**config.mk**
```make
export PLATFORM = sky130hd
export DESIGN_NAME = ppfm_top
export DESIGN_NICKNAME = d
export VERILOG_FILES = /design/src/logic/ppfm_pkg.sv /design/src/logic/ppfm_rst_stretch.sv /design/src/logic/ppfm_sync3.sv /design/src/logic/ppfm_top.sv
export VERILOG_INCLUDE_DIRS = /design/src /design/src/logic
export SDC_FILE = /design/constraint.sdc
export NUM_CORES = 1
export LEC_CHECK = 0
export ABC_AREA = 1
export BUFFER_PORTS_ARGS = -buffer_cell sky130_fd_sc_hd__buf_4
export CAP_MARGIN = 20
export CORE_MARGIN = 2
export CORE_UTILIZATION = 54
export DETAILED_ROUTE_END_ITERATION = 10
export HOLD_SLACK_MARGIN = 0.08
export PLACE_DENSITY = 0.8
export SLEW_MARGIN = 20
export SYNTH_ARGS = -nofsm -noshare
export SYNTH_HDL_FRONTEND = slang
export SYNTH_SLANG_ARGS = --single-unit
```
**constraint.sdc**
```tcl
create_clock -name mclk -period 2.03 [get_ports mclk]
set_clock_uncertainty 0.1 [all_clocks]
set_input_delay 0.406 -clock mclk [delete_from_list [all_inputs] [get_ports mclk]]
set_output_delay 0.406 -clock mclk [all_outputs]
set_load 0.005 [all_outputs]
```
**src/logic/ppfm_regs.svh**
```systemverilog
// Purpose: register indices, field positions, reset values and counts of the pin mux
// Assumes: byte address of a register is four times its index
// Notes:   definitions only
`ifndef PPFM_REGS_SVH
`define PPFM_REGS_SVH

// Register indices
`define PPFM_IDX_PORT01_DATA   12'h000
`define PPFM_IDX_PORT23_DATA   12'h002
`define PPFM_IDX_PORT1_DIR     12'h010
`define PPFM_IDX_PORT23_DIR    12'h012
`define PPFM_IDX_PORT23_PULLUP 12'h022
`define PPFM_IDX_PORT1_DRIVE   12'h028
`define PPFM_IDX_PORT23_DRIVE  12'h02A
`define PPFM_IDX_KEY_IRQ       12'h038
`define PPFM_IDX_ZERO_CROSS    12'h03A
`define PPFM_IDX_TIMER_MODE    12'h05E
`define PPFM_IDX_TIMER_OUT     12'h06A
`define PPFM_IDX_BUZZER        12'h06C
`define PPFM_IDX_ANALOG_SEL    12'h080
`define PPFM_IDX_PIN_STATUS    12'h082

// Field positions
`define PPFM_P3_LSB            4
`define PPFM_ZC_SYNC_SEL_BIT   0
`define PPFM_ZC_INPUT_SEL_BIT  1
`define PPFM_TM_SEL_BIT        0
`define PPFM_TCO_EN_BIT        0
`define PPFM_BZ_EN_BIT         0
`define PPFM_PWM_EN_LSB        4

// Reset values
`define PPFM_RST4              4'h0
`define PPFM_RST7              7'h00
`define PPFM_RST8              8'h00

// Oscillator counts of internal reset after the reset pin rises
`define PPFM_RST_STRETCH_CLKS  16384

`endif

```
**src/logic/ppfm_pkg.sv**
```systemverilog
// Purpose: types shared by the pin mux files
// Assumes: nothing
// Notes:   numeric constants live in ppfm_regs.svh
package ppfm_pkg;

  // Decoded register select
  typedef enum {
    PPFM_R_NONE, PPFM_R_PORT01_DATA, PPFM_R_PORT23_DATA, PPFM_R_PORT1_DIR,
    PPFM_R_PORT23_DIR, PPFM_R_PORT23_PULLUP, PPFM_R_PORT1_DRIVE, PPFM_R_PORT23_DRIVE,
    PPFM_R_KEY_IRQ, PPFM_R_ZERO_CROSS, PPFM_R_TIMER_MODE, PPFM_R_TIMER_OUT,
    PPFM_R_BUZZER, PPFM_R_ANALOG_SEL, PPFM_R_PIN_STATUS
  } ppfm_reg_t;

  // Bus slave data phase
  typedef enum {
    PPFM_ST_IDLE, PPFM_ST_WRITE, PPFM_ST_RDWAIT, PPFM_ST_RDOUT
  } ppfm_ahb_st_t;

endpackage

```
**src/logic/ppfm_rst_stretch.sv**
```systemverilog
// Purpose: holds internal reset for a fixed count after the reset pin releases
// Assumes: pin level already synchronised; mclk is the oscillator clock
// Notes:   count is a parameter so simulation can shorten it
`timescale 1ns/10ps
`default_nettype none
module ppfm_rst_stretch #(
  parameter int unsigned COUNT = 16384
) (
  // Clock and reset
  input  wire logic mclk,
  input  wire logic resetn,
  // Reset pin level, high when released
  input  wire logic pin_ok,
  // Internal reset, high while asserted
  output logic      int_rst_q
);

  logic [14:0] cnt_q;
  logic [15:0] hcnt_q;

  // Count oscillator cycles while the pin stays released
  always_ff @(posedge mclk or negedge resetn)
  begin
    if (!resetn)
    begin
      cnt_q     <= 15'h0000;
      int_rst_q <= 1'b1;
    end
    else if (!pin_ok)
    begin
      cnt_q     <= 15'h0000;
      int_rst_q <= 1'b1;
    end
    else if (int_rst_q)
    begin
      if (cnt_q == 15'(COUNT - 1))
        int_rst_q <= 1'b0;
      else
        cnt_q <= cnt_q + 15'h0001;
    end
  end

  // Helper: cycles since pin release, saturating
  always_ff @(posedge mclk or negedge resetn)
  begin
    if (!resetn)
      hcnt_q <= 16'h0000;
    else if (!pin_ok)
      hcnt_q <= 16'h0000;
    else if (hcnt_q != 16'hFFFF)
      hcnt_q <= hcnt_q + 16'h0001;
  end
endmodule
`default_nettype wire

```
**src/logic/ppfm_sync3.sv**
```systemverilog
// Purpose: three-stage synchroniser with agreement filter for pin inputs
// Assumes: inputs are asynchronous to mclk
// Notes:   output moves only when stages two and three agree
`timescale 1ns/10ps
`default_nettype none
module ppfm_sync3 #(
  parameter int W = 13
) (
  // Clock and reset
  input  wire logic         mclk,
  input  wire logic         resetn,
  // Data
  input  wire logic [W-1:0] async_in,
  output logic      [W-1:0] sync_out
);

  logic [W-1:0] s1_q;
  logic [W-1:0] s2_q;
  logic [W-1:0] s3_q;

  // Shift chain; first stage feeds only the second
  always_ff @(posedge mclk or negedge resetn)
  begin
    if (!resetn)
    begin
      s1_q <= '0;
      s2_q <= '0;
      s3_q <= '0;
    end
    else
    begin
      s1_q <= async_in;
      s2_q <= s1_q;
      s3_q <= s2_q;
    end
  end

  // Accept a change per bit once stages agree
  always_ff @(posedge mclk or negedge resetn)
  begin
    if (!resetn)
      sync_out <= '0;
    else
      sync_out <= (s2_q & s3_q) | (sync_out & (s2_q ^ s3_q));
  end

endmodule
`default_nettype wire

```
**src/logic/ppfm_top.sv**
```systemverilog
// Purpose: pin function mux for ports 1, 2 and 3 with AHB-Lite register slave
// Assumes: single word transfers; timers, buzzer and zero-cross detector outside
// Notes:   reads take one wait state, writes none; registers cleared in reset
//
// Overview of operation
// - Port 3 bits set input or output individually
// - Port 3 pull-ups enabled per bit
// - Port 3 push-pull or open-drain per bit
// - Reset leaves port 3 as input, no pull-up
// - Bit 0 drives clock sync during internal reset
// - After reset bit 0 selects sync or latch
// - Zero-cross signal feeds interrupt and bit 1 input
// - Zero-cross register picks bit 1 input source
// - Bit 1 is interrupt one request input
// - Buzzer register picks bit 2 buzzer or latch
// - Timer output register picks bit 2 timer
// - Key interrupts on bits 0-2 enabled individually
// - Port 2 gives four analog inputs
// - Buzzer register enables PWM per port 1 bit
// - PWM pin is timer AND port latch
// - Internal reset lasts 2^14 clocks after release
`timescale 1ns/10ps
`default_nettype none
`include "ppfm_regs.svh"
module ppfm_top
  import ppfm_pkg::*;
#(
  parameter int unsigned RST_STRETCH_CLKS = `PPFM_RST_STRETCH_CLKS
) (
  // Clock and reset
  input  wire logic        mclk,
  input  wire logic        resetn,
  input  wire logic        reset_pin_n,
  // AHB-Lite slave
  input  wire logic        hsel,
  input  wire logic [31:0] haddr,
  input  wire logic [1:0]  htrans,
  input  wire logic        hwrite,
  input  wire logic [2:0]  hsize,
  input  wire logic [31:0] hwdata,
  input  wire logic        hready,
  output logic             hreadyout,
  output logic             hresp,
  output logic      [31:0] hrdata,
  // Peripheral signals
  input  wire logic        timer2_out,
  input  wire logic        timer3_out,
  input  wire logic        buzzer_out,
  input  wire logic        ac_zero_cross_in,
  output logic             interrupt_one,
  output logic             zero_cross_irq_src,
  output logic      [2:0]  key_irq_req,
  output logic             int_rst_active,
  // Port 1 pins
  input  wire logic [3:0]  port1_in,
  output logic      [3:0]  port1_out,
  output logic      [3:0]  port1_oe_n,
  // Port 2 pins
  input  wire logic [3:0]  port2_in,
  output logic      [3:0]  port2_out,
  output logic      [3:0]  port2_oe_n,
  output logic      [3:0]  port2_pullup_en,
  output logic      [3:0]  analog_in_en,
  // Port 3 pins
  input  wire logic [2:0]  port3_in,
  output logic      [2:0]  port3_out,
  output logic      [2:0]  port3_oe_n,
  output logic      [2:0]  port3_pullup_en
);

  // Software registers
  logic [3:0]   port1_latch_q;
  logic [6:0]   port23_latch_q;
  logic [3:0]   port1_direction_q;
  logic [6:0]   port23_direction_reg_q;
  logic [6:0]   port23_pullup_reg_q;
  logic [3:0]   port1_drive_q;
  logic [6:0]   port23_drive_structure_reg_q;
  logic [2:0]   key_irq_control_reg_q;
  logic [1:0]   zero_cross_control_reg_q;
  logic         timer_mode_control_reg_q;
  logic         timer_output_control_reg_q;
  logic [7:0]   buzzer_control_reg_q;
  logic [3:0]   analog_sel_q;
  // Bus state
  ppfm_ahb_st_t ahb_st_q;
  ppfm_reg_t    reg_q;
  logic         addr_ok;
  logic [11:0]  rd_mux;
  // Pin side
  logic [12:0]  pin_sync;
  logic [3:0]   p1_s;
  logic [3:0]   p2_s;
  logic [2:0]   p3_s;
  logic         ac_s;
  logic         rst_pin_s;
  logic         int_rst;
  logic         sysclk_sync_out_q;
  logic         timer_sel;
  logic         timer_out_pin;
  logic [2:0]   p3_eff;
  logic [10:0]  val_all;
  logic [10:0]  drv_all;
  logic [10:0]  od_all;
  logic [10:0]  oe_n_all;

  // Register index to select; haddr above bit 13 is not decoded
  function automatic ppfm_reg_t reg_decode(input logic [11:0] idx);
    case (idx)
      `PPFM_IDX_PORT01_DATA:   return PPFM_R_PORT01_DATA;
      `PPFM_IDX_PORT23_DATA:   return PPFM_R_PORT23_DATA;
      `PPFM_IDX_PORT1_DIR:     return PPFM_R_PORT1_DIR;
      `PPFM_IDX_PORT23_DIR:    return PPFM_R_PORT23_DIR;
      `PPFM_IDX_PORT23_PULLUP: return PPFM_R_PORT23_PULLUP;
      `PPFM_IDX_PORT1_DRIVE:   return PPFM_R_PORT1_DRIVE;
      `PPFM_IDX_PORT23_DRIVE:  return PPFM_R_PORT23_DRIVE;
      `PPFM_IDX_KEY_IRQ:       return PPFM_R_KEY_IRQ;
      `PPFM_IDX_ZERO_CROSS:    return PPFM_R_ZERO_CROSS;
      `PPFM_IDX_TIMER_MODE:    return PPFM_R_TIMER_MODE;
      `PPFM_IDX_TIMER_OUT:     return PPFM_R_TIMER_OUT;
      `PPFM_IDX_BUZZER:        return PPFM_R_BUZZER;
      `PPFM_IDX_ANALOG_SEL:    return PPFM_R_ANALOG_SEL;
      `PPFM_IDX_PIN_STATUS:    return PPFM_R_PIN_STATUS;
      default:                 return PPFM_R_NONE;
    endcase
  endfunction

  // Pin inputs come from outside the clock domain
  ppfm_sync3 #(
    .W (13)
  ) u_sync (
    .mclk     (mclk),
    .resetn   (resetn),
    .async_in ({reset_pin_n, ac_zero_cross_in, port3_in, port2_in, port1_in}),
    .sync_out (pin_sync)
  );

  assign p1_s      = pin_sync[3:0];
  assign p2_s      = pin_sync[7:4];
  assign p3_s      = pin_sync[10:8];
  assign ac_s      = pin_sync[11];
  assign rst_pin_s = pin_sync[12];

  // Internal reset stretch
  ppfm_rst_stretch #(
    .COUNT (RST_STRETCH_CLKS)
  ) u_rst (
    .mclk      (mclk),
    .resetn    (resetn),
    .pin_ok    (rst_pin_s),
    .int_rst_q (int_rst)
  );

  assign int_rst_active = int_rst;

  // Bus slave: address phase capture; reads wait one cycle for flopped data
  assign addr_ok = hsel && htrans[1] && hready;

  always_ff @(posedge mclk or negedge resetn)
  begin
    if (!resetn)
    begin
      ahb_st_q <= PPFM_ST_IDLE;
      reg_q    <= PPFM_R_NONE;
    end
    else if (addr_ok)
    begin
      ahb_st_q <= hwrite ? PPFM_ST_WRITE : PPFM_ST_RDWAIT;
      reg_q    <= reg_decode(haddr[13:2]);
    end
    else
    begin
      case (ahb_st_q)
        PPFM_ST_RDWAIT: ahb_st_q <= PPFM_ST_RDOUT;
        default:        ahb_st_q <= PPFM_ST_IDLE;
      endcase
    end
  end

  assign hreadyout = (ahb_st_q != PPFM_ST_RDWAIT);
  assign hresp     = 1'b0; // Always OKAY; unmapped reads zero

  // Register writes; clearing on the pin too keeps the first internal reset cycle clean
  always_ff @(posedge mclk or negedge resetn)
  begin
    if (!resetn)
    begin
      port1_latch_q                <= `PPFM_RST4;
      port23_latch_q               <= `PPFM_RST7;
      port1_direction_q            <= `PPFM_RST4;
      port23_direction_reg_q       <= `PPFM_RST7;
      port23_pullup_reg_q          <= `PPFM_RST7;
      port1_drive_q                <= `PPFM_RST4;
      port23_drive_structure_reg_q <= `PPFM_RST7;
      key_irq_control_reg_q        <= 3'h0;
      zero_cross_control_reg_q     <= 2'h0;
      timer_mode_control_reg_q     <= 1'b0;
      timer_output_control_reg_q   <= 1'b0;
      buzzer_control_reg_q         <= `PPFM_RST8;
      analog_sel_q                 <= `PPFM_RST4;
    end
    else if (int_rst || !rst_pin_s)
    begin
      port1_latch_q                <= `PPFM_RST4;
      port23_latch_q               <= `PPFM_RST7;
      port1_direction_q            <= `PPFM_RST4;
      port23_direction_reg_q       <= `PPFM_RST7;
      port23_pullup_reg_q          <= `PPFM_RST7;
      port1_drive_q                <= `PPFM_RST4;
      port23_drive_structure_reg_q <= `PPFM_RST7;
      key_irq_control_reg_q        <= 3'h0;
      zero_cross_control_reg_q     <= 2'h0;
      timer_mode_control_reg_q     <= 1'b0;
      timer_output_control_reg_q   <= 1'b0;
      buzzer_control_reg_q         <= `PPFM_RST8;
      analog_sel_q                 <= `PPFM_RST4;
    end
    else if (ahb_st_q == PPFM_ST_WRITE)
    begin
      case (reg_q)
        PPFM_R_PORT01_DATA:   port1_latch_q <= hwdata[3:0];
        PPFM_R_PORT23_DATA:   port23_latch_q <= hwdata[6:0];
        PPFM_R_PORT1_DIR:     port1_direction_q <= hwdata[3:0];
        PPFM_R_PORT23_DIR:    port23_direction_reg_q <= hwdata[6:0];
        PPFM_R_PORT23_PULLUP: port23_pullup_reg_q <= hwdata[6:0];
        PPFM_R_PORT1_DRIVE:   port1_drive_q <= hwdata[3:0];
        PPFM_R_PORT23_DRIVE:  port23_drive_structure_reg_q <= hwdata[6:0];
        PPFM_R_KEY_IRQ:       key_irq_control_reg_q <= hwdata[2:0];
        PPFM_R_ZERO_CROSS:    zero_cross_control_reg_q <= hwdata[1:0];
        PPFM_R_TIMER_MODE:    timer_mode_control_reg_q <= hwdata[`PPFM_TM_SEL_BIT];
        PPFM_R_TIMER_OUT:     timer_output_control_reg_q <= hwdata[`PPFM_TCO_EN_BIT];
        PPFM_R_BUZZER:        buzzer_control_reg_q <= hwdata[7:0];
        PPFM_R_ANALOG_SEL:    analog_sel_q <= hwdata[3:0];
        default:              ;
      endcase
    end
  end

  // Read mux; pin status shows synchronised pins and internal reset
  always_comb
  begin
    case (reg_q)
      PPFM_R_PORT01_DATA:   rd_mux = {8'h00, port1_latch_q};
      PPFM_R_PORT23_DATA:   rd_mux = {5'h00, port23_latch_q};
      PPFM_R_PORT1_DIR:     rd_mux = {8'h00, port1_direction_q};
      PPFM_R_PORT23_DIR:    rd_mux = {5'h00, port23_direction_reg_q};
      PPFM_R_PORT23_PULLUP: rd_mux = {5'h00, port23_pullup_reg_q};
      PPFM_R_PORT1_DRIVE:   rd_mux = {8'h00, port1_drive_q};
      PPFM_R_PORT23_DRIVE:  rd_mux = {5'h00, port23_drive_structure_reg_q};
      PPFM_R_KEY_IRQ:       rd_mux = {9'h000, key_irq_control_reg_q};
      PPFM_R_ZERO_CROSS:    rd_mux = {10'h000, zero_cross_control_reg_q};
      PPFM_R_TIMER_MODE:    rd_mux = {11'h000, timer_mode_control_reg_q};
      PPFM_R_TIMER_OUT:     rd_mux = {11'h000, timer_output_control_reg_q};
      PPFM_R_BUZZER:        rd_mux = {4'h0, buzzer_control_reg_q};
      PPFM_R_ANALOG_SEL:    rd_mux = {8'h00, analog_sel_q};
      PPFM_R_PIN_STATUS:    rd_mux = {int_rst, p3_eff, p2_s & ~analog_sel_q, p1_s};
      default:              rd_mux = 12'h000;
    endcase
  end

  // Read data captured in the wait cycle
  always_ff @(posedge mclk or negedge resetn)
  begin
    if (!resetn)
      hrdata <= 32'h0000_0000;
    else if (ahb_st_q == PPFM_ST_RDWAIT)
      hrdata <= {20'h0_0000, rd_mux};
  end

  // System clock sync: half rate of mclk, phase locked to it
  always_ff @(posedge mclk or negedge resetn)
  begin
    if (!resetn)
      sysclk_sync_out_q <= 1'b0;
    else
      sysclk_sync_out_q <= ~sysclk_sync_out_q;
  end

  // Input paths; bit 1 may come from the zero-cross detector
  assign p3_eff[0] = p3_s[0];
  assign p3_eff[1] = zero_cross_control_reg_q[`PPFM_ZC_INPUT_SEL_BIT] ? ac_s : p3_s[1];
  assign p3_eff[2] = p3_s[2];
  assign zero_cross_irq_src = ac_s;
  assign interrupt_one      = p3_eff[1];
  assign key_irq_req        = key_irq_control_reg_q & p3_eff;

  // Timer source shared by the timer pin function and PWM
  assign timer_sel     = timer_mode_control_reg_q;
  assign timer_out_pin = timer_sel ? timer3_out : timer2_out;

  // Output values per pin: port1 [3:0], port2 [7:4], port3 [10:8]
  always_comb
  begin
    val_all[3:0] = port1_latch_q & ~buzzer_control_reg_q[7:4]
                 | {4{timer_out_pin}} & port1_latch_q & buzzer_control_reg_q[7:4];
    val_all[7:4] = port23_latch_q[3:0];
    if (int_rst || zero_cross_control_reg_q[`PPFM_ZC_SYNC_SEL_BIT])
      val_all[8] = sysclk_sync_out_q;
    else
      val_all[8] = port23_latch_q[`PPFM_P3_LSB];
    val_all[9] = port23_latch_q[`PPFM_P3_LSB+1];
    // Timer wins when both functions are selected
    if (timer_output_control_reg_q)
      val_all[10] = timer_out_pin;
    else if (buzzer_control_reg_q[`PPFM_BZ_EN_BIT])
      val_all[10] = buzzer_out;
    else
      val_all[10] = port23_latch_q[`PPFM_P3_LSB+2];
  end

  // Drive enables; analog pins never driven even if set to output
  assign drv_all[3:0]  = port1_direction_q;
  assign drv_all[7:4]  = port23_direction_reg_q[3:0] & ~analog_sel_q;
  assign drv_all[8]    = int_rst | port23_direction_reg_q[`PPFM_P3_LSB];
  assign drv_all[10:9] = port23_direction_reg_q[6:5];
  assign od_all        = {port23_drive_structure_reg_q, port1_drive_q};

  // Open-drain pins only sink; a high value releases the pin
  generate
    for (genvar i = 0; i < 11; i++)
    begin : g_pin
      assign oe_n_all[i] = ~(drv_all[i] & (~od_all[i] | ~val_all[i]));
    end
  endgenerate

  assign port1_out       = val_all[3:0];
  assign port1_oe_n      = oe_n_all[3:0];
  assign port2_out       = val_all[7:4];
  assign port2_oe_n      = oe_n_all[7:4];
  assign port2_pullup_en = port23_pullup_reg_q[3:0];
  assign analog_in_en    = analog_sel_q;
  assign port3_out       = val_all[10:8];
  assign port3_oe_n      = oe_n_all[10:8];
  assign port3_pullup_en = port23_pullup_reg_q[6:4];
endmodule
`default_nettype wire
```
# Word level (Yosys, flattened, before mapping)

Cells that the tools add are included.

Register bits: 204
Word-level logic and storage cells: 217
Bits of input ports: 90

Equal/unequal tests: 34
Bitwise gates (word level): 70
Add/subtract/negate cells: 1
Muxes and demuxes: 55
Reductions and logical operators: 34

Operators by type and width:

| kind                                                               | number |
|---|---|
| 32-bit by 4-bit == test with 1-bit output (second input constant)  | 7 |
| 12-bit one-hot mux with 14 select lines                            | 1 |
| 32-bit by 3-bit == test with 1-bit output (second input constant)  | 5 |
| 32-bit by 2-bit == test with 1-bit output (second input constant)  | 4 |
| 7-bit 2-to-1 mux                                                   | 12 |
| 12-bit by 6-bit == test with 1-bit output (second input constant)  | 5 |
| 4-bit one-hot mux with 14 select lines                             | 1 |
| 4-bit 2-to-1 mux                                                   | 12 |
| 15-bit 2-to-1 mux                                                  | 3 |
| 12-bit by 7-bit == test with 1-bit output (second input constant)  | 3 |
| 1-bit inverter                                                     | 34 |
| 32-bit by 1-bit == test with 1-bit output (second input constant)  | 1 |
| 32-bit by 3-bit != test with 1-bit output (second input constant)  | 1 |
| 2-bit AND reduction                                                | 14 |
| 2-bit nonzero test                                                 | 14 |
| 13-bit bitwise AND                                                 | 2 |
| 12-bit by 5-bit == test with 1-bit output (second input constant)  | 2 |
| 12-bit by 8-bit == test with 1-bit output (second input constant)  | 2 |
| 8-bit 2-to-1 mux                                                   | 3 |
| 4-bit bitwise AND                                                  | 5 |
| 15-bit by 1-bit adder with 15-bit output (second input constant)   | 1 |
| 15-bit by 14-bit == test with 1-bit output (second input constant) | 1 |
| 1-bit 2-to-1 mux                                                   | 14 |
| 13-bit bitwise OR                                                  | 1 |
| other kinds (15)                                                   | 46 |

# Depth between registers and ports, before layout

Depth after elaboration: 8
Mapped depth: 11
Gate-level depth less buffers: 10

# By module

From an unflattened synthesis, not the netlist that was laid out.

Cell total of the unflattened synthesis: 872
Area total of the unflattened synthesis: 7064.3 um^2

Modules (own cells, without submodules):

| module           | cells each | times used | area each (um^2) |
|---|---|---|---|
| ppfm_top         | 616        | 1          | 4390.5 |
| ppfm_sync3       | 104        | 1          | 1610.3 |
| ppfm_rst_stretch | 152        | 1          | 1063.5 |

# Worst setup path after synthesis

Ideal clock, no wire load.

Path type: register to register
From: reg u_rst.cnt_q[0]
To: reg u_rst.cnt_q[3]
Slack: 0.430 ns
Arrival time: 1.383 ns
Cell stages (with the launch flop): 12
Clock period less this slack: 1.600 ns
Data required time: 1.814 ns
Library setup time: 0.116 ns
Cells stage by stage: dfrtp_1 > ha_1 > nand3_2 > inv_1 > nand2_1 > nor2_1 > nand3_1 > nand2_1 > buf_4 > inv_1 > nand2_1 > nand2_1

Longest elaborated chain between the ends: 4
Elaborated cells on any way between the ends: 7
Classes of those cells: 1 x add/sub; 2 x eq/ne; 3 x mux; 1 x reduce/logical

Ends and longest elaborated chain:

| what                                     | RTL line               | text |
|---|---|---|
| start, declared                          | ppfm_rst_stretch.sv:18 | `logic [14:0] cnt_q;` |
| start signal, assigned                   | ppfm_rst_stretch.sv:39 | `cnt_q <= cnt_q + 15'h0001;` |
| 15-bit by 1-bit adder with 15-bit output | ppfm_rst_stretch.sv:39 |  |
| 15-bit 2-to-1 mux                        | ppfm_rst_stretch.sv:36 | `if (cnt_q == 15'(COUNT - 1))` |
| 15-bit 2-to-1 mux                        | ppfm_rst_stretch.sv:34 | `else if (int_rst_q)` |
| 15-bit 2-to-1 mux                        | ppfm_rst_stretch.sv:29 | `else if (!pin_ok)` |

Parallel ways exist; a longest one is shown, timed or not. The select of a mux whose other input is x is not followed.
A chain may end at the register's enable or synchronous reset.

# Worst setup path in the final report

From: reg timer_mode_control_reg_q
To: out port3_out[2]

Longest elaborated chain between the ends: 2

Ends and longest elaborated chain:

| what                   | RTL line        | text |
|---|---|---|
| start, declared        | ppfm_top.sv:81  | `logic timer_mode_control_reg_q;` |
| start signal, assigned | ppfm_top.sv:230 | `` PPFM_R_TIMER_MODE: timer_mode_control_reg_q <= hwdata[`PPFM_TM_SEL_BIT]; `` |
| 1-bit 2-to-1 mux       | ppfm_top.sv:289 | `assign timer_out_pin = timer_sel ? timer3_out : timer2_out;` |
| 1-bit 2-to-1 mux       | ppfm_top.sv:303 | `if (timer_output_control_reg_q)` |
| end, declared          | ppfm_top.sv:66  | `output logic [2:0] port3_out,` |

No other way between the ends.

==> qor_table.md <==
| Stage | Metric | Value |
|:---|:---|:---|
| cts | TritonCTS clock tree | yes |
| setup path | Critical path capture point type | output pin |
| setup path | Data arrival at the endpoint of the critical path | 1560 ps |
| floorplan | Die Wd | 117 um |
| synth | Main flop type after synthesis | dfrtp_1 |
| setup path | Maximum fanout count along the critical path | 5 |
| cts | Clock transition at the register clock pins on the worst setup and hold paths after CTS | 60 ps |
| sta | RSZ-0062 raised after global routing | yes |
| setup path | CP peak stage delay | 420 ps |
| drt | Total number of vias | 6012 |
| outcome | Violated checks | setup timing |
| setup path | Count of buffer and inverter cells on the critical path | 2 |
| sta | Least setup slack across all paths after layout | -37.2 ps |
| drt | Routed length per instance | 15.1 um |
| synth | Area leader, netlist | dfrtp_1 |
| final layout | Number of fillers in the final layout | 998 |
| cts | Deepest clock path buffer count | 2 |
| drt | Drt via density | 5.23 |
| setup path | Crit Path Category | reg -> out |
| power and ir drop | Power per cell area | 784 nW/um2 |
| global routing | Vias in the first global route | 5425 |
| worst hold path | Origin of the worst min-delay path | hwrite |
| sta | Highest attainable clock frequency | 0.484 GHz |
| sta | Clock period minus final worst setup slack | 2070 ps |
| power and ir drop | Maximum resistive drop on vdd | 710 uV |
| placement | Worst slack, placed | 165 ps |
| floorplan | Floorplan Core Area | 12600 um2 |
| setup path | Critical Path Start Type | register |
| placement | Placed insts | 1097 |
| final layout | Fraction of final layout cells with drive strength greater than 1 | 19.1% |
| global routing | Largest net degree at the start of global routing | 53 |
| setup path | Family with the most delay on the worst path | flip-flops |
| final layout | ANT cells | 0 |
| setup path | Reg2reg start | reg_q[1]$_DFFE_PN0P_ |
| synth | FF+latch count, synth | 146 |
| job | Max-cap violations | 0 |
| drt | Detailed-routing iteration count for the pre-antenna-repair pass | 7 |
| synth | Fraction of registers with async set or reset after synthesis | 100% |
| final layout | Area occupied by multi-input gates | 2820 um2 |
| drt | Antenna Violating Nets Remaining | 0 |
| synth | Number of flops mapped to enable cells by yosys | 0 |
| global routing | First-pass GRT wire length | 26.7 mm |
| synth | Synth area leaders | dfrtp_1, nand2_1, o21ai_0 |
| cts | Clock tree sinks | 146 |
| power and ir drop | Total power after layout | 6.83 mW |
| cts | Inserted Clock Buffers | 17 |
| setup path | Cell repeated most along the worst path | buf_4 |
| drt | Remaining design rule violation count | 0 |
| sta | Max-slew headroom at the worst pin | 65.1% |
| setup path | Capture point of the worst reg-to-reg path | hrdata[3]$_DFFE_PN0P_ |
| synth | Synth Cell Area | 6930 um2 |
| synth | Proportion of synthesized chip area in sequential cells | 52.8% |
| floorplan | Full die area | 13700 um2 |
| cts | Root Buffer Master | clkbuf_16 |
| global routing | Overall routing resource usage | 26.2% |
| synth | Average footprint of a synthesized cell | 8.35 um2 |
| placement | Final GP Congestion | 0.924 |
| synth | Synth unique cells | 37 |
| worst hold path | Number of cells on the worst hold path | 3 |
| final layout | Layout net count | 1068 |
| sta | Worst-case hold slack | 102 ps |
| drt | Total wire length after detailed routing | 17.4 mm |
| sta | Setup violators final | 3 |
| synth | Number of warnings issued by yosys | 0 |
| cts | Clock latency reported for the late side of the worst-skew pair | 420 ps |
| final layout | Final Non-Filler Cells | 1149 |
| placement | Number of buffers added on ports | 93 |
| final layout | Register Area | 3650 um2 |
| setup path | Max stage delay cell, worst path | dfrtp_1 |
| setup path | Critical Path RT | 1520 ps |
| synth | Top-count cell post-synth | nand2_1 |
| setup path | Critical Path, Cell by Cell | nand2_1 -> nand2_4 -> nor2_2 -> a21oi_2 -> buf_4 -> buf_4 |
| floorplan | Row count | 41 |
| final layout | Area Growth Syn to Fin | 25.8% |
| worst hold path | Worst Hold Path EP | ahb_st_q[0]$_DFF_PN0_ |
| placement | DP HPWL | 12.2 mm |
| synth | Area share of the largest cell type after synthesis | 52.4% |
| synth | Synth cell count leaders | nand2_1, dfrtp_1, inv_1, o21ai_0, nor2_1 |
| drt | DRC marker count from the first detailed-route iteration | 516 |
| setup path | FF-to-FF path depth | 8 |
| global routing | Sum of overflow across all layers after global routing | 0 |
| power and ir drop | Leakage Power | 4.53 nW |
| sta | Aggregate negative setup slack | -79.8 ps |
| floorplan | Number of placed I/O pins | 163 |
| global routing | Number of antenna violations at the first check in global routing | 0 |
| floorplan | Effective utilization at floorplan | 55.1% |
| floorplan | DIE HEIGHT | 117 um |
| sta | Final clock period utilization by the worst path | 102% |
| outcome | Result of the run | complete, but fails checks |
| synth | Synth Instances | 830 |
| sta | Number of hold-slack violations in the final timing report | 0 |
| sta | Max-slew violation total from the final report | 0 |
| cts | Htree depth | 4 |
| worst hold path | Hold Crit Class | in -> reg |
| sta | Actual slew at the worst max-slew pin | 520 ps |
| setup path | Register-to-register setup slack | 60 ps |
[worst max path at each step]
| stage | startpoint | slack, ps | end | cells after the start |
|---|---|---|---|---|
| after detailed placement | reg_q[3]$_DFFE_PN0P_ | 170 | port23_latch_q[3]$_DFFE_PN0P_ | 5 |
| after floorplan | u_rst.cnt_q[0]$_DFFE_PN0P_ | 430 | u_rst.cnt_q[3]$_DFFE_PN0P_ | 11 |
| after CTS | timer_mode_control_reg_q$_DFFE_PN0P_ | -40 | port1_oe_n[3] | 5 |
| after global placement | timer2_out | 210 | port1_oe_n[0] | 6 |
| final | timer_mode_control_reg_q$_DFFE_PN0P_ | -40 | port3_out[2] | 6 |
| after global routing | timer_mode_control_reg_q$_DFFE_PN0P_ | -110 | port3_oe_n[2] | 7 |
[metal layers]
layer,global-route usage [%],up-vias,share of wire [%]
met5,0,-,0
met4,10.6,0,3.1
met3,6.75,45,7.1
met2,40.4,245,47
met1,35.6,2839,43
li1,-,2883,-
[cells in the final DEF, fill, tap and decap left out, drive strengths merged, types with 2 or more instances in the layout]
master | synthesis | routed
a21o | 13 | 13
a21oi | 12 | 12
buf | 36 | 119
bufinv | 0 | 5
clkbuf | 2 | 20
clkinv | 0 | 4
conb | 1 | 21
dfrtp | 145 | 145
dlygate4sd3 | 0 | 14
ha | 14 | 14
inv | 82 | 84
nand2 | 280 | 280
nand3 | 56 | 56
nand4 | 4 | 4
nor2 | 81 | 81
nor3 | 2 | 2
o211ai | 2 | 2
o21ai | 79 | 79
o22ai | 7 | 7
xor2 | 7 | 7
[through the flow]
step / util (%) / area, um2
final: 69.3 / 8710
after detailed placement: 62.3 / 7830
after CTS: 69.0 / 8670
after global routing: 69.3 / 8710
after floorplan: - / 7000
after global placement: 62.3 / 7830
[area by class of cell]
class | count | share of cell area [%]
flip-flops and latches | 146 | 41.9
clock buffers | 20 | 5.13
multi-input cells | 584 | 32.3
repair buffers | 133 | 12.2
inverters | 82 | 3.56
clock inverters | 12 | 2.33
well taps | 172 | 2.47
[sequential cells by signal, indices dropped and copies added (netlist names), 8 cells and up]
name                  flops
u_rst.cnt_q              15
u_sync.s1_q              13
u_sync.s2_q              13
u_sync.s3_q              13
u_sync.sync_out          13
hrdata                   12
buzzer_control_reg_q      8
[kinds of logic after synthesis]
group | synth area share [%]
compound gates | 10.0
fa+ha+maj | 2.53
simple gates | 25.4
xor+xnor | 0.885
other cells | 0.0541
flops | 52.8
buf+inv | 8.33
[where the power goes]
part	switching [mW]	leakage [nW]	total, mW	internal (mW)
registers	0.0457	1.91	3.04	2.99
clock network	1.20	0.315	3.41	2.22
logic	0.218	2.30	0.374	0.156
total	1.46	4.53	6.83	5.37
[tightest hold or removal path, cell delays in order]
cell     delay (ps)
buf_4            90
nand2_1          40
nand2_1          50
[what timing repair did]
item                                    4_1_cts  5_1_grt
gates resized for setup                      13        8
endpoints found under the setup margin       12       13
setup buffers                                 4        2
hold endpoints to repair                     59        0
pin swaps                                     3        2
hold buffers                                 14        0
Note: power is estimated with default switching activity, not from simulation.
